**src/pep_pkg.sv**
```systemverilog
// package for the port e pin block and its slave port status bits
package pep_pkg;

	// ------------------------------------------------------------
	// register byte addresses on the register bus
	// ------------------------------------------------------------
	localparam int ADDR_W = 8;
	localparam logic [7:0] OFF_PIN_LEVELS = 8'h00;
	localparam logic [7:0] OFF_OUTPUT_LATCH = 8'h04;
	localparam logic [7:0] OFF_DIR_CTRL = 8'h08;
	localparam logic [7:0] OFF_ANALOG_SEL = 8'h0C;
	localparam logic [7:0] OFF_SLAVE_DATA = 8'h10;

	// ------------------------------------------------------------
	// field positions of the direction and slave control register
	// ------------------------------------------------------------
	localparam int BIT_INPUT_FULL = 7;
	localparam int BIT_OUTPUT_FULL = 6;
	localparam int BIT_OVERRUN = 5;
	localparam int BIT_SLAVE_SEL = 4;
	localparam int BIT_PIN3 = 3;
	// analog select bits of the three low pins sit at 7:5
	localparam int BIT_ANALOG_LO = 5;
	// pin roles while the slave port is on
	localparam int PIN_READ_STROBE = 0;
	localparam int PIN_WRITE_STROBE = 1;
	localparam int PIN_CHIP_SELECT = 2;

	// ------------------------------------------------------------
	// reset values
	// ------------------------------------------------------------
	localparam logic [2:0] LATCH_RST = 3'h0;
	localparam logic [2:0] DIR_RST = 3'h7;
	localparam logic [7:0] ANALOG_RST = 8'hFF;
	localparam logic [7:0] WORD_RST = 8'h00;

	// bus answers
	localparam logic [1:0] RESP_OKAY = 2'h0;
	localparam logic [1:0] RESP_SLVERR = 2'h2;

	// drive of the three configurable pins
	typedef struct packed {
		logic [2:0] drive;
		logic [2:0] enable;
	} pep_pin_drive_t;

	// drive of the eight companion data pins
	typedef struct packed {
		logic [7:0] drive;
		logic enable;
	} pep_data_drive_t;

	// whole state of the block
	typedef struct packed {
		logic aw_have;
		logic [7:0] aw_addr;
		logic w_have;
		logic [7:0] w_data;
		logic w_strb0;
		logic bvalid;
		logic [1:0] bresp;
		logic rvalid;
		logic [7:0] rdata;
		logic [1:0] rresp;
		logic [2:0] latch;
		logic [2:0] dir;
		logic slave_sel;
		logic input_full;
		logic output_full;
		logic overrun;
		logic [7:0] analog_sel;
		logic [7:0] in_word;
		logic [7:0] out_word;
		logic [3:0] pin_s1;
		logic [3:0] pin_s2;
		logic [2:0] pin_s3;
		logic [7:0] dat_s1;
		logic [7:0] dat_s2;
		logic fuse_s1;
		logic fuse_s2;
		logic vpp_s1;
		logic vpp_s2;
	} pep_state_t;

endpackage : pep_pkg

```
**src/pep_port_e.sv**
```systemverilog
// port e pins, direction and analog masking, and parallel slave port status
//
// Implementation choices: register access over AXI4-Lite and the placing of the registers.
`timescale 1ns/1ns

// What this block does
// large package: four bits, three bidirectional
// analog-selected pin reads zero
// direction one is input, zero drives latch
// direction governs drivers even when analog
// reset makes three low pins analog
// latch register reads back latched value
// fuse clear: fourth pin is plain input
// fuse set: fourth pin is master clear
// high voltage detect always active
// small package: only fourth pin input
// input full flag bit 7
// output full flag bit 6
// overrun bit 5, sticky until software
// bit 4 selects slave port mode
// control bit 3 reads zero
// slave mode pins become host strobes
// digital output ignores analog select
// unimplemented upper bits read zero
// slave mode data pins carry port words
// data address writes latch, reads pins
module pep_port_e #(
	parameter bit LARGE_PKG = 1'b1
) (
	// clock and reset
	input wire logic core_clk,
	input wire logic rst,
	// register bus write address
	input wire logic [7:0] s_axi_awaddr,
	input wire logic s_axi_awvalid,
	output logic s_axi_awready,
	// register bus write data
	input wire logic [31:0] s_axi_wdata,
	input wire logic [3:0] s_axi_wstrb,
	input wire logic s_axi_wvalid,
	output logic s_axi_wready,
	// register bus write response
	output logic [1:0] s_axi_bresp,
	output logic s_axi_bvalid,
	input wire logic s_axi_bready,
	// register bus read
	input wire logic [7:0] s_axi_araddr,
	input wire logic s_axi_arvalid,
	output logic s_axi_arready,
	output logic [31:0] s_axi_rdata,
	output logic [1:0] s_axi_rresp,
	output logic s_axi_rvalid,
	input wire logic s_axi_rready,
	// port pins, bit 3 is the input-only pin (low means reset request while the fuse is set)
	input wire logic [3:0] port_e_pin_level,
	output pep_pkg::pep_pin_drive_t port_e_pin_drive,
	// companion data pins used by the slave port
	input wire logic [7:0] slave_data_level,
	output pep_pkg::pep_data_drive_t slave_data_drive,
	// configuration fuse and programming voltage detector
	input wire logic master_clear_enable_fuse,
	input wire logic vpp_high_seen,
	// outputs to the reset and programming logic
	output logic master_clear_request,
	output logic programming_entry
);

	pep_pkg::pep_state_t st_reg;
	pep_pkg::pep_state_t st_next;

	logic slave_on;
	logic host_rd_now;
	logic host_rd_was;
	logic host_wr_now;
	logic host_wr_was;
	logic host_wr_end;
	logic host_rd_end;
	logic wr_fire;
	logic ar_fire;
	logic [7:0] rd_value;
	logic rd_mapped;
	logic wr_mapped;
	logic ctrl_wr;

	// ------------------------------------------------------------
	// slave port strobes, active low, read from the second stage on
	// ------------------------------------------------------------
	assign slave_on = LARGE_PKG && st_reg.slave_sel && (&st_reg.dir); // see
	assign host_rd_now = ~st_reg.pin_s2[pep_pkg::PIN_READ_STROBE]
		& ~st_reg.pin_s2[pep_pkg::PIN_CHIP_SELECT];
	assign host_wr_now = ~st_reg.pin_s2[pep_pkg::PIN_WRITE_STROBE]
		& ~st_reg.pin_s2[pep_pkg::PIN_CHIP_SELECT];
	assign host_rd_was = ~st_reg.pin_s3[pep_pkg::PIN_READ_STROBE]
		& ~st_reg.pin_s3[pep_pkg::PIN_CHIP_SELECT];
	assign host_wr_was = ~st_reg.pin_s3[pep_pkg::PIN_WRITE_STROBE]
		& ~st_reg.pin_s3[pep_pkg::PIN_CHIP_SELECT];
	// a transfer counts when its strobe ends, so data has settled
	assign host_wr_end = slave_on & host_wr_was & ~host_wr_now;
	assign host_rd_end = slave_on & host_rd_was & ~host_rd_now;

	// ------------------------------------------------------------
	// bus handshakes
	// ------------------------------------------------------------
	assign s_axi_awready = ~st_reg.aw_have & ~st_reg.bvalid;
	assign s_axi_wready = ~st_reg.w_have & ~st_reg.bvalid;
	assign s_axi_arready = ~st_reg.rvalid;
	assign wr_fire = st_reg.aw_have & st_reg.w_have & ~st_reg.bvalid;
	assign ar_fire = s_axi_arvalid & s_axi_arready;
	assign ctrl_wr = wr_fire && st_reg.w_strb0 && st_reg.aw_addr == pep_pkg::OFF_DIR_CTRL;

	// address decode shared by both directions
	function automatic logic addr_known(input logic [7:0] a);
		addr_known = a == pep_pkg::OFF_PIN_LEVELS || a == pep_pkg::OFF_OUTPUT_LATCH
			|| a == pep_pkg::OFF_DIR_CTRL || a == pep_pkg::OFF_ANALOG_SEL
			|| a == pep_pkg::OFF_SLAVE_DATA;
	endfunction : addr_known

	assign rd_mapped = addr_known(s_axi_araddr);
	assign wr_mapped = addr_known(st_reg.aw_addr);

	// ------------------------------------------------------------
	// read value mux
	// ------------------------------------------------------------
	always_comb begin
		rd_value = 8'h00;
		if (s_axi_araddr == pep_pkg::OFF_PIN_LEVELS) begin
			// pins read their level; analog ones read zero
			if (LARGE_PKG) begin
				rd_value[2:0] = st_reg.pin_s2[2:0]
					& ~st_reg.analog_sel[pep_pkg::BIT_ANALOG_LO +: 3]; // see
			end
			// fourth pin only as a port bit while the fuse is clear
			rd_value[pep_pkg::BIT_PIN3] = ~st_reg.fuse_s2
				& st_reg.pin_s2[pep_pkg::BIT_PIN3]; // see
		end else if (s_axi_araddr == pep_pkg::OFF_OUTPUT_LATCH) begin
			rd_value[2:0] = LARGE_PKG ? st_reg.latch : 3'h0; // see
		end else if (s_axi_araddr == pep_pkg::OFF_DIR_CTRL && LARGE_PKG) begin
			rd_value[pep_pkg::BIT_INPUT_FULL] = st_reg.input_full;
			rd_value[pep_pkg::BIT_OUTPUT_FULL] = st_reg.output_full;
			rd_value[pep_pkg::BIT_OVERRUN] = st_reg.overrun;
			rd_value[pep_pkg::BIT_SLAVE_SEL] = st_reg.slave_sel;
			rd_value[2:0] = st_reg.dir; // bit 3 stays zero, see
		end else if (s_axi_araddr == pep_pkg::OFF_ANALOG_SEL) begin
			// the three port e select bits do not exist on the small package
			rd_value = LARGE_PKG ? st_reg.analog_sel : {3'h0, st_reg.analog_sel[4:0]};
		end else if (s_axi_araddr == pep_pkg::OFF_SLAVE_DATA && LARGE_PKG) begin
			rd_value = st_reg.in_word;
		end
	end

	// ------------------------------------------------------------
	// next state
	// ------------------------------------------------------------
	always_comb begin
		st_next = st_reg;
		// two-stage synchronisers for pins, data bus, fuse and detector
		st_next.pin_s1 = port_e_pin_level;
		st_next.pin_s2 = st_reg.pin_s1;
		st_next.pin_s3 = st_reg.pin_s2[2:0];
		st_next.dat_s1 = slave_data_level;
		st_next.dat_s2 = st_reg.dat_s1;
		st_next.fuse_s1 = master_clear_enable_fuse;
		st_next.fuse_s2 = st_reg.fuse_s1;
		st_next.vpp_s1 = vpp_high_seen;
		st_next.vpp_s2 = st_reg.vpp_s1;

		// address and data channels are caught in either order
		if (s_axi_awvalid && s_axi_awready) begin
			st_next.aw_have = 1'b1;
			st_next.aw_addr = s_axi_awaddr;
		end
		if (s_axi_wvalid && s_axi_wready) begin
			st_next.w_have = 1'b1;
			st_next.w_data = s_axi_wdata[7:0];
			st_next.w_strb0 = s_axi_wstrb[0];
		end
		if (st_reg.bvalid && s_axi_bready) begin
			st_next.bvalid = 1'b0;
		end

		// register write once both halves are held
		if (wr_fire) begin
			st_next.aw_have = 1'b0;
			st_next.w_have = 1'b0;
			st_next.bvalid = 1'b1;
			st_next.bresp = wr_mapped ? pep_pkg::RESP_OKAY : pep_pkg::RESP_SLVERR;
			if (st_reg.w_strb0) begin
				if (st_reg.aw_addr == pep_pkg::OFF_PIN_LEVELS
					|| st_reg.aw_addr == pep_pkg::OFF_OUTPUT_LATCH) begin
					st_next.latch = st_reg.w_data[2:0]; // see
				end else if (st_reg.aw_addr == pep_pkg::OFF_DIR_CTRL) begin
					st_next.dir = st_reg.w_data[2:0];
					st_next.slave_sel = st_reg.w_data[pep_pkg::BIT_SLAVE_SEL];
					st_next.overrun = st_reg.w_data[pep_pkg::BIT_OVERRUN];
				end else if (st_reg.aw_addr == pep_pkg::OFF_ANALOG_SEL) begin
					st_next.analog_sel = st_reg.w_data;
				end else if (st_reg.aw_addr == pep_pkg::OFF_SLAVE_DATA) begin
					// word for the host to read
					st_next.out_word = st_reg.w_data;
				end
			end
		end

		// read answer, one cycle after the address is taken
		if (st_reg.rvalid && s_axi_rready) begin
			st_next.rvalid = 1'b0;
		end
		if (ar_fire) begin
			st_next.rvalid = 1'b1;
			st_next.rdata = rd_value;
			st_next.rresp = rd_mapped ? pep_pkg::RESP_OKAY : pep_pkg::RESP_SLVERR;
			// consuming the host word empties the input buffer
			if (s_axi_araddr == pep_pkg::OFF_SLAVE_DATA) begin
				st_next.input_full = 1'b0;
			end
		end

		// flag sets come last so they win over same-cycle clears
		if (host_rd_end) begin
			st_next.output_full = 1'b0;
		end
		if (wr_fire && st_reg.w_strb0 && st_reg.aw_addr == pep_pkg::OFF_SLAVE_DATA) begin
			st_next.output_full = 1'b1;
		end
		if (host_wr_end) begin
			if (st_reg.input_full) begin
				// unread word kept; the new one is dropped
				st_next.overrun = 1'b1;
			end else begin
				st_next.in_word = st_reg.dat_s2;
			end
			st_next.input_full = 1'b1;
		end
	end

	// ------------------------------------------------------------
	// state register
	// ------------------------------------------------------------
	always_ff @(posedge core_clk or posedge rst) begin
		if (rst) begin
			st_reg <= '0;
			st_reg.latch <= pep_pkg::LATCH_RST;
			st_reg.dir <= pep_pkg::DIR_RST;
			st_reg.analog_sel <= pep_pkg::ANALOG_RST;
			st_reg.in_word <= pep_pkg::WORD_RST;
			st_reg.out_word <= pep_pkg::WORD_RST;
			// strobes idle high so no false edge after reset
			st_reg.pin_s1 <= 4'hF;
			st_reg.pin_s2 <= 4'hF;
			st_reg.pin_s3 <= 3'h7;
		end else begin
			st_reg <= st_next;
		end
	end

	// ------------------------------------------------------------
	// outputs
	// ------------------------------------------------------------
	assign s_axi_bvalid = st_reg.bvalid;
	assign s_axi_bresp = st_reg.bresp;
	assign s_axi_rvalid = st_reg.rvalid;
	assign s_axi_rdata = {24'h000000, st_reg.rdata};
	assign s_axi_rresp = st_reg.rresp;

	// drivers follow direction alone; analog select never gates them
	assign port_e_pin_drive.drive = st_reg.latch;
	assign port_e_pin_drive.enable = LARGE_PKG ? ~st_reg.dir : 3'h0; // see see

	// slave port read data takes priority while the host reads
	assign slave_data_drive.drive = st_reg.out_word;
	assign slave_data_drive.enable = slave_on & host_rd_now;

	// fourth pin: low level with the fuse set asks for reset
	assign master_clear_request = st_reg.fuse_s2
		& ~st_reg.pin_s2[pep_pkg::BIT_PIN3];
	assign programming_entry = st_reg.vpp_s2;
endmodule : pep_port_e

```
**config.mk**
```make
export PLATFORM = sky130hd
export DESIGN_NAME = pep_port_e
export DESIGN_NICKNAME = d
export VERILOG_FILES = /design/src/pep_pkg.sv /design/src/pep_port_e.sv
export SDC_FILE = /design/constraint.sdc
export NUM_CORES = 1
export LEC_CHECK = 0
export BUFFER_PORTS_ARGS = -buffer_cell sky130_fd_sc_hd__buf_4
export CORE_AREA = 2 2 90 109
export CTS_CLUSTER_DIAMETER = 40
export DETAILED_ROUTE_END_ITERATION = 10
export DIE_AREA = 0 0 92 111
export HOLD_SLACK_MARGIN = 0.03
export PLACE_DENSITY = 0.82
export SLEW_MARGIN = 25
export SYNTH_ARGS = -nofsm -noshare
export SYNTH_HDL_FRONTEND = slang
export SYNTH_SLANG_ARGS = --single-unit
```
**constraint.sdc**
```tcl
create_clock -name core_clk -period 2.8 [get_ports core_clk]
set_input_delay 0.42 -clock core_clk [delete_from_list [all_inputs] [get_ports core_clk]]
set_output_delay 0.42 -clock core_clk [all_outputs]
set_load 0.01 [all_outputs]
```
### Word-level counts from Yosys, hierarchy flattened

Index checks and enable logic that the tools add are counted.

| storage, ports and cells | value |
|---|---|
| flip-flop bits (word level) | 98 |
| bits in latches | 0 |
| memory bits (writable) | 0 |
| ROM bits | 0 |
| input port bits | 73 |
| output and inout bits | 58 |
| logic and storage cells | 136 |
| memories kept | 0 |

| cells by class | value |
|---|---|
| add/sub/neg operators | 0 |
| multipliers | 0 |
| divide/modulo/power cells | 0 |
| magnitude comparators | 0 |
| eq/ne operators | 8 |
| shift-type cells | 0 |
| mux-type cells | 32 |
| bitwise operators | 37 |
| reduce and logical (&&, ||, !) cells | 31 |

Operators by type and width:

| cell | number |
|---|---|
| 9-bit two-way mux | 4 |
| 8-bit by 4-bit == test with 1-bit output (second input constant) | 4 |
| 8-bit two-way mux | 4 |
| 1-bit inverter | 18 |
| 1-bit AND | 16 |
| 8-bit by 3-bit == test with 1-bit output (second input constant) | 2 |
| 8-bit by 5-bit == test with 1-bit output (second input constant) | 2 |
| 8-bit logical NOT | 2 |
| 2-bit nonzero test | 7 |
| 1-bit two-way mux | 13 |
| 4-bit two-way mux | 3 |
| 11-bit two-way mux | 1 |
| 10-bit two-way mux | 1 |
| 3-bit two-way mux | 3 |
| 1-bit logical OR | 8 |
| 1-bit logical AND | 7 |
| 3-bit inverter | 2 |
| 3-bit AND reduction | 2 |
| 6-bit AND reduction | 1 |
| 5-bit two-way mux | 1 |
| 5-bit AND reduction | 1 |
| 2-bit two-way mux | 2 |
| 2-bit AND reduction | 2 |
| 4-bit AND reduction | 1 |
| 3-bit AND | 1 |

### Longest topological paths before layout

| logic depth | value |
|---|---|
| word-level depth | 8 |
| gate-level depth with buffers | 5 |

### Worst setup path before layout

OpenSTA, ideal clock, no wires.

| timing | value |
|---|---|
| path type | in2reg |
| start | input s_axi_araddr[7] |
| end | register st_reg (netlist bit s_axi_rdata[1]) |
| library setup time | 0.101 ns |
| arrival time | 2.022 ns |
| data required time | 2.699 ns |
| path slack | 0.677 ns |
| stages | 5 |
| buffers on the path | 1 |
| path through | or4_4 > or3_1 > buf_2 > or4_4 > o311ai_2 |

| between the ends | value |
|---|---|
| cells in the longest elaborated chain, start to end | 6 |
| elaborated cells on any way between the ends | 10 |
| classes of those cells | 4 x eq/ne; 5 x mux; 1 x reduce/logical |

Ends and longest elaborated chain:

| element | RTL line | RTL |
|---|---|---|
| start: declaration | pep_port_e.sv:47 | `input wire logic [7:0] s_axi_araddr,` |
| 8-bit by 5-bit == test with 1-bit output | pep_port_e.sv:146 | `end else if (s_axi_araddr == pep_pkg::OFF_SLAVE_DATA && LARGE_PKG) begin` |
| 8-bit two-way mux | pep_port_e.sv:146 |  |
| 8-bit two-way mux | pep_port_e.sv:143 | `end else if (s_axi_araddr == pep_pkg::OFF_ANALOG_SEL) begin` |
| 3-bit two-way mux | pep_port_e.sv:137 | `end else if (s_axi_araddr == pep_pkg::OFF_DIR_CTRL && LARGE_PKG) begin` |
| 3-bit two-way mux | pep_port_e.sv:135 | `end else if (s_axi_araddr == pep_pkg::OFF_OUTPUT_LATCH) begin` |
| 4-bit two-way mux (*) | pep_port_e.sv:126 | `if (s_axi_araddr == pep_pkg::OFF_PIN_LEVELS) begin` |
| end signal: assignment | pep_port_e.sv:252 | `st_reg <= st_next;` |
| end: declaration | pep_port_e.sv:68 | `pep_pkg::pep_state_t st_reg;` |

Every way passes the cells marked *; elsewhere a longest branch is shown, timed or not.
A chain may end at the register's enable or synchronous reset.

### Worst setup path in the final report

| timing | value |
|---|---|
| start | register st_reg[90] in the netlist's numbering |
| end | register st_reg (netlist bit slave_data_drive[2]) |

| between the ends | value |
|---|---|
| cells in the longest elaborated chain, start to end | 4 |
| elaborated cells on any way between the ends | 10 |
| classes of those cells | 4 x eq/ne; 3 x bitwise; 3 x reduce/logical |

Ends and longest elaborated chain:

| element | RTL line | RTL |
|---|---|---|
| 8-bit by 3-bit == test with 1-bit output or 8-bit logical NOT (tied branches) | pep_port_e.sv:189, pep_port_e.sv:188 |  |
| 1-bit logical OR | pep_port_e.sv:189 | `\|\| st_reg.aw_addr == pep_pkg::OFF_OUTPUT_LATCH) begin` |
| 1-bit inverter (no source line) | n/a |  |
| 6-bit AND reduction (no source line) (*) | n/a |  |

Marks and branches as above.

==> results.cfg <==
[timing]
fin_worst_skew_ps = 6.29
maxSlewHeadroom = 0.492
drv_slew = 0
rsz0062_at_grt = no
fin_crit_ps = 2190
hold_violations = 0
fin_crit_sh = 0.781
tightest_slew_ps = 743
setup_viol = 0
setup-tns-final_ps = 0
fmax_mhz = 457

[hold_path]
hold_class = in -> async

[route]
drt-total-wl_microns = 7320
route.detailed.drc = 0
viasPerCell = 4.86
antenna_left = 0
num_vias = 2423
route.met3.wl_microns = 462
wl_per_cell_microns = 14.7
highest_layer = met4
met2_length_microns = 3610
drt_iter0_drc = 215
wl_met1_microns = 3030
first_pass_iters = 4

[finish]
final_cell_area_sq_um = 4820
area_delta_synth_final_pct = 20.2
finalNetCount = 444
largest_reg_flops = 55
drive_above_1_share = 0.457
fillers = 834
final_cells = 499
diodes = 0

[power]
switching_share = 0.263
p_seq_frac = 0.491
clkPwrFrac = 0.340
ir_worst_vdd_mv = 0.453
p_leak_nw = 2.26
power_density_nw_per_um2 = 784
internal_power_w = 0.00278
power_switching_w = 0.000994
combPwrFrac = 0.169

[clock_network]
clk_latency_ps = 340
cts_buffers = 9
cts.path.max_buffers = 2
cts_max_level = 3
post_cts_buffers = 0
root_buffer = clkbuf_16
cts_tree = yes
cts_resized = 0
numClockSinks = 96
holdBufCountCts = 0
path_clk_slew_ps = 70

[setup_path]
startpoint = st_reg[90]
crit_fanout = 9
worst_r2r_endpoint = slave_data_drive[2]
r2r_setup_slack_ps = 610
crit_arrival_ps = 2410
cp-end-kind = flop
cp-endpoint = slave_data_drive[2]
path_class = reg -> reg
reg2regPathDepth = 4
reg2reg_from = st_reg[90]
critPathLaunchType = flop
critPathRequiredTime_ps = 3020

[synth]
ys_ff_latch = 96
synthFlopType = dfrtp_1
synth_top_area_frac = 0.462
ys_types = 42
synth_common_cells = 74 x dfrtp_1, 47 x buf_4, 45 x mux2_2
yosys.area.top_type = dfrtp_1
syn_avg_cell_area_sq_um = 13.0
yosysMostFrequentCell = dfrtp_1
yosysSeqAreaShare = 0.606
ys_async_sr_fraction = 1.00
synth.cell_area_sq_um = 4010
synthTopCellsByArea = dfrtp_1 46%, dfstp_2 14%, mux2_2 13%
synth_edf_count = 0
yosys_warnings = 0
postSynthCellCount = 309

[die]
fp.dieH_microns = 111
ios = 131
coreArea_sq_um = 9270
rows = 39
die_area_sq_um = 10200
die_w_microns = 92
start_util = 0.432

[global_routing]
overflow = 0
antenna_found_initial = 0
grt_pass1_vias = 2478
grt_pass1_wl_microns = 12400
grt_max_degree = 73
gr-usage-all-layers = 0.155

[flow_run]
drv_cap = 0

[placed_design]
dp_hpwl_microns = 5430
port_buffers = 77
gp_congestion = 0.866
dp_cells = 483
placed_cell_area_sq_um = 4490

[status]
outcome = completed
[power by group through the flow]
| stage | clock (W) | sequential [W] | combinational, W |
|---|---|---|---|
| global route | 0.00137 | 0.00189 | 0.000702 |
| global placement | 0 | 0.00186 | 0.000620 |
| detailed placement | 0 | 0.00188 | 0.000646 |
| floorplan | 0 | 0.00181 | 0.000494 |
| CTS | 0.00131 | 0.00186 | 0.000650 |
| finish | 0.00128 | 0.00185 | 0.000636 |
[cell usage in the layout (no fill, tap or decap), drive strengths merged, types with 2 or more instances in the layout]
master / instances
a221oi: 3
conb: 26
a22oi: 5
nor2b: 7
or3: 4
inv: 9
clkbuf: 11
a2bb2oi: 4
clkinv: 2
and2: 3
nand3: 2
o21ai: 11
buf: 81
mux2: 45
nand2: 17
dfstp: 22
dfrtp: 74
nand2b: 4
o311ai: 2
nor2: 10
or4: 3
nor4: 2
nor4bb: 3
a21oi: 5
nor3: 4
[worst min-delay path by stage]
stage	end	start
floorplan	programming_entry	st_next[0]
global placement	st_reg[2]	st_next[2]
detailed placement	programming_entry	st_next[0]
CTS	st_reg[46]	rst
global route	programming_entry	rst
finish	st_reg[45]	rst
[cell type report]
cell class	instances	area (sq um)	share of cell area
Clock inverter	5	58.8	0.0122
Tap cell	123	154	0.0319
Sequential cell	96	2430	0.504
Clock buffer	11	264	0.0548
Multi-Input combinational cell	175	1260	0.261
Inverter	8	33.8	0.00701
Timing Repair Buffer	81	621	0.129
[stage by stage]
stage / utilization / power (W) / setup slack (ps) / hold WS [ps]
6_report: 0.520 / 0.00378 / 614 / 124
4_1_cts: 0.520 / 0.00382 / 591 / 127
3_3_place_gp: 0.485 / 0.00248 / 502 / 335
5_1_grt: 0.520 / 0.00397 / 476 / 169
3_5_place_dp: 0.485 / 0.00253 / 465 / 337
2_1_floorplan: - / 0.00230 / 677 / 331
[cell families after synthesis]
kind of cell / Yosys count / synth area share
DFF: 96 / 0.606
buffers and inverters: 63 / 0.104
and+or+nand+nor: 66 / 0.0934
muxes: 46 / 0.129
other: 1 / 0.000936
AOI/OAI and AO/OA: 37 / 0.0668
[worst max-delay path, cell delays in order, from the launching register on]
cell and delay (ps):
dfrtp_1 370, or4_1 610, nor3_1 210, nand3_1 430, mux2_2 440
[per-layer routing]
metal | GRT usage | vias to the layer above
met5 | 0 | -
met4 | 0.0687 | 0
met3 | 0.0476 | 19
met2 | 0.253 | 83
met1 | 0.189 | 1196
li1 | - | 1125
Power figures use the tool's default switching activity.
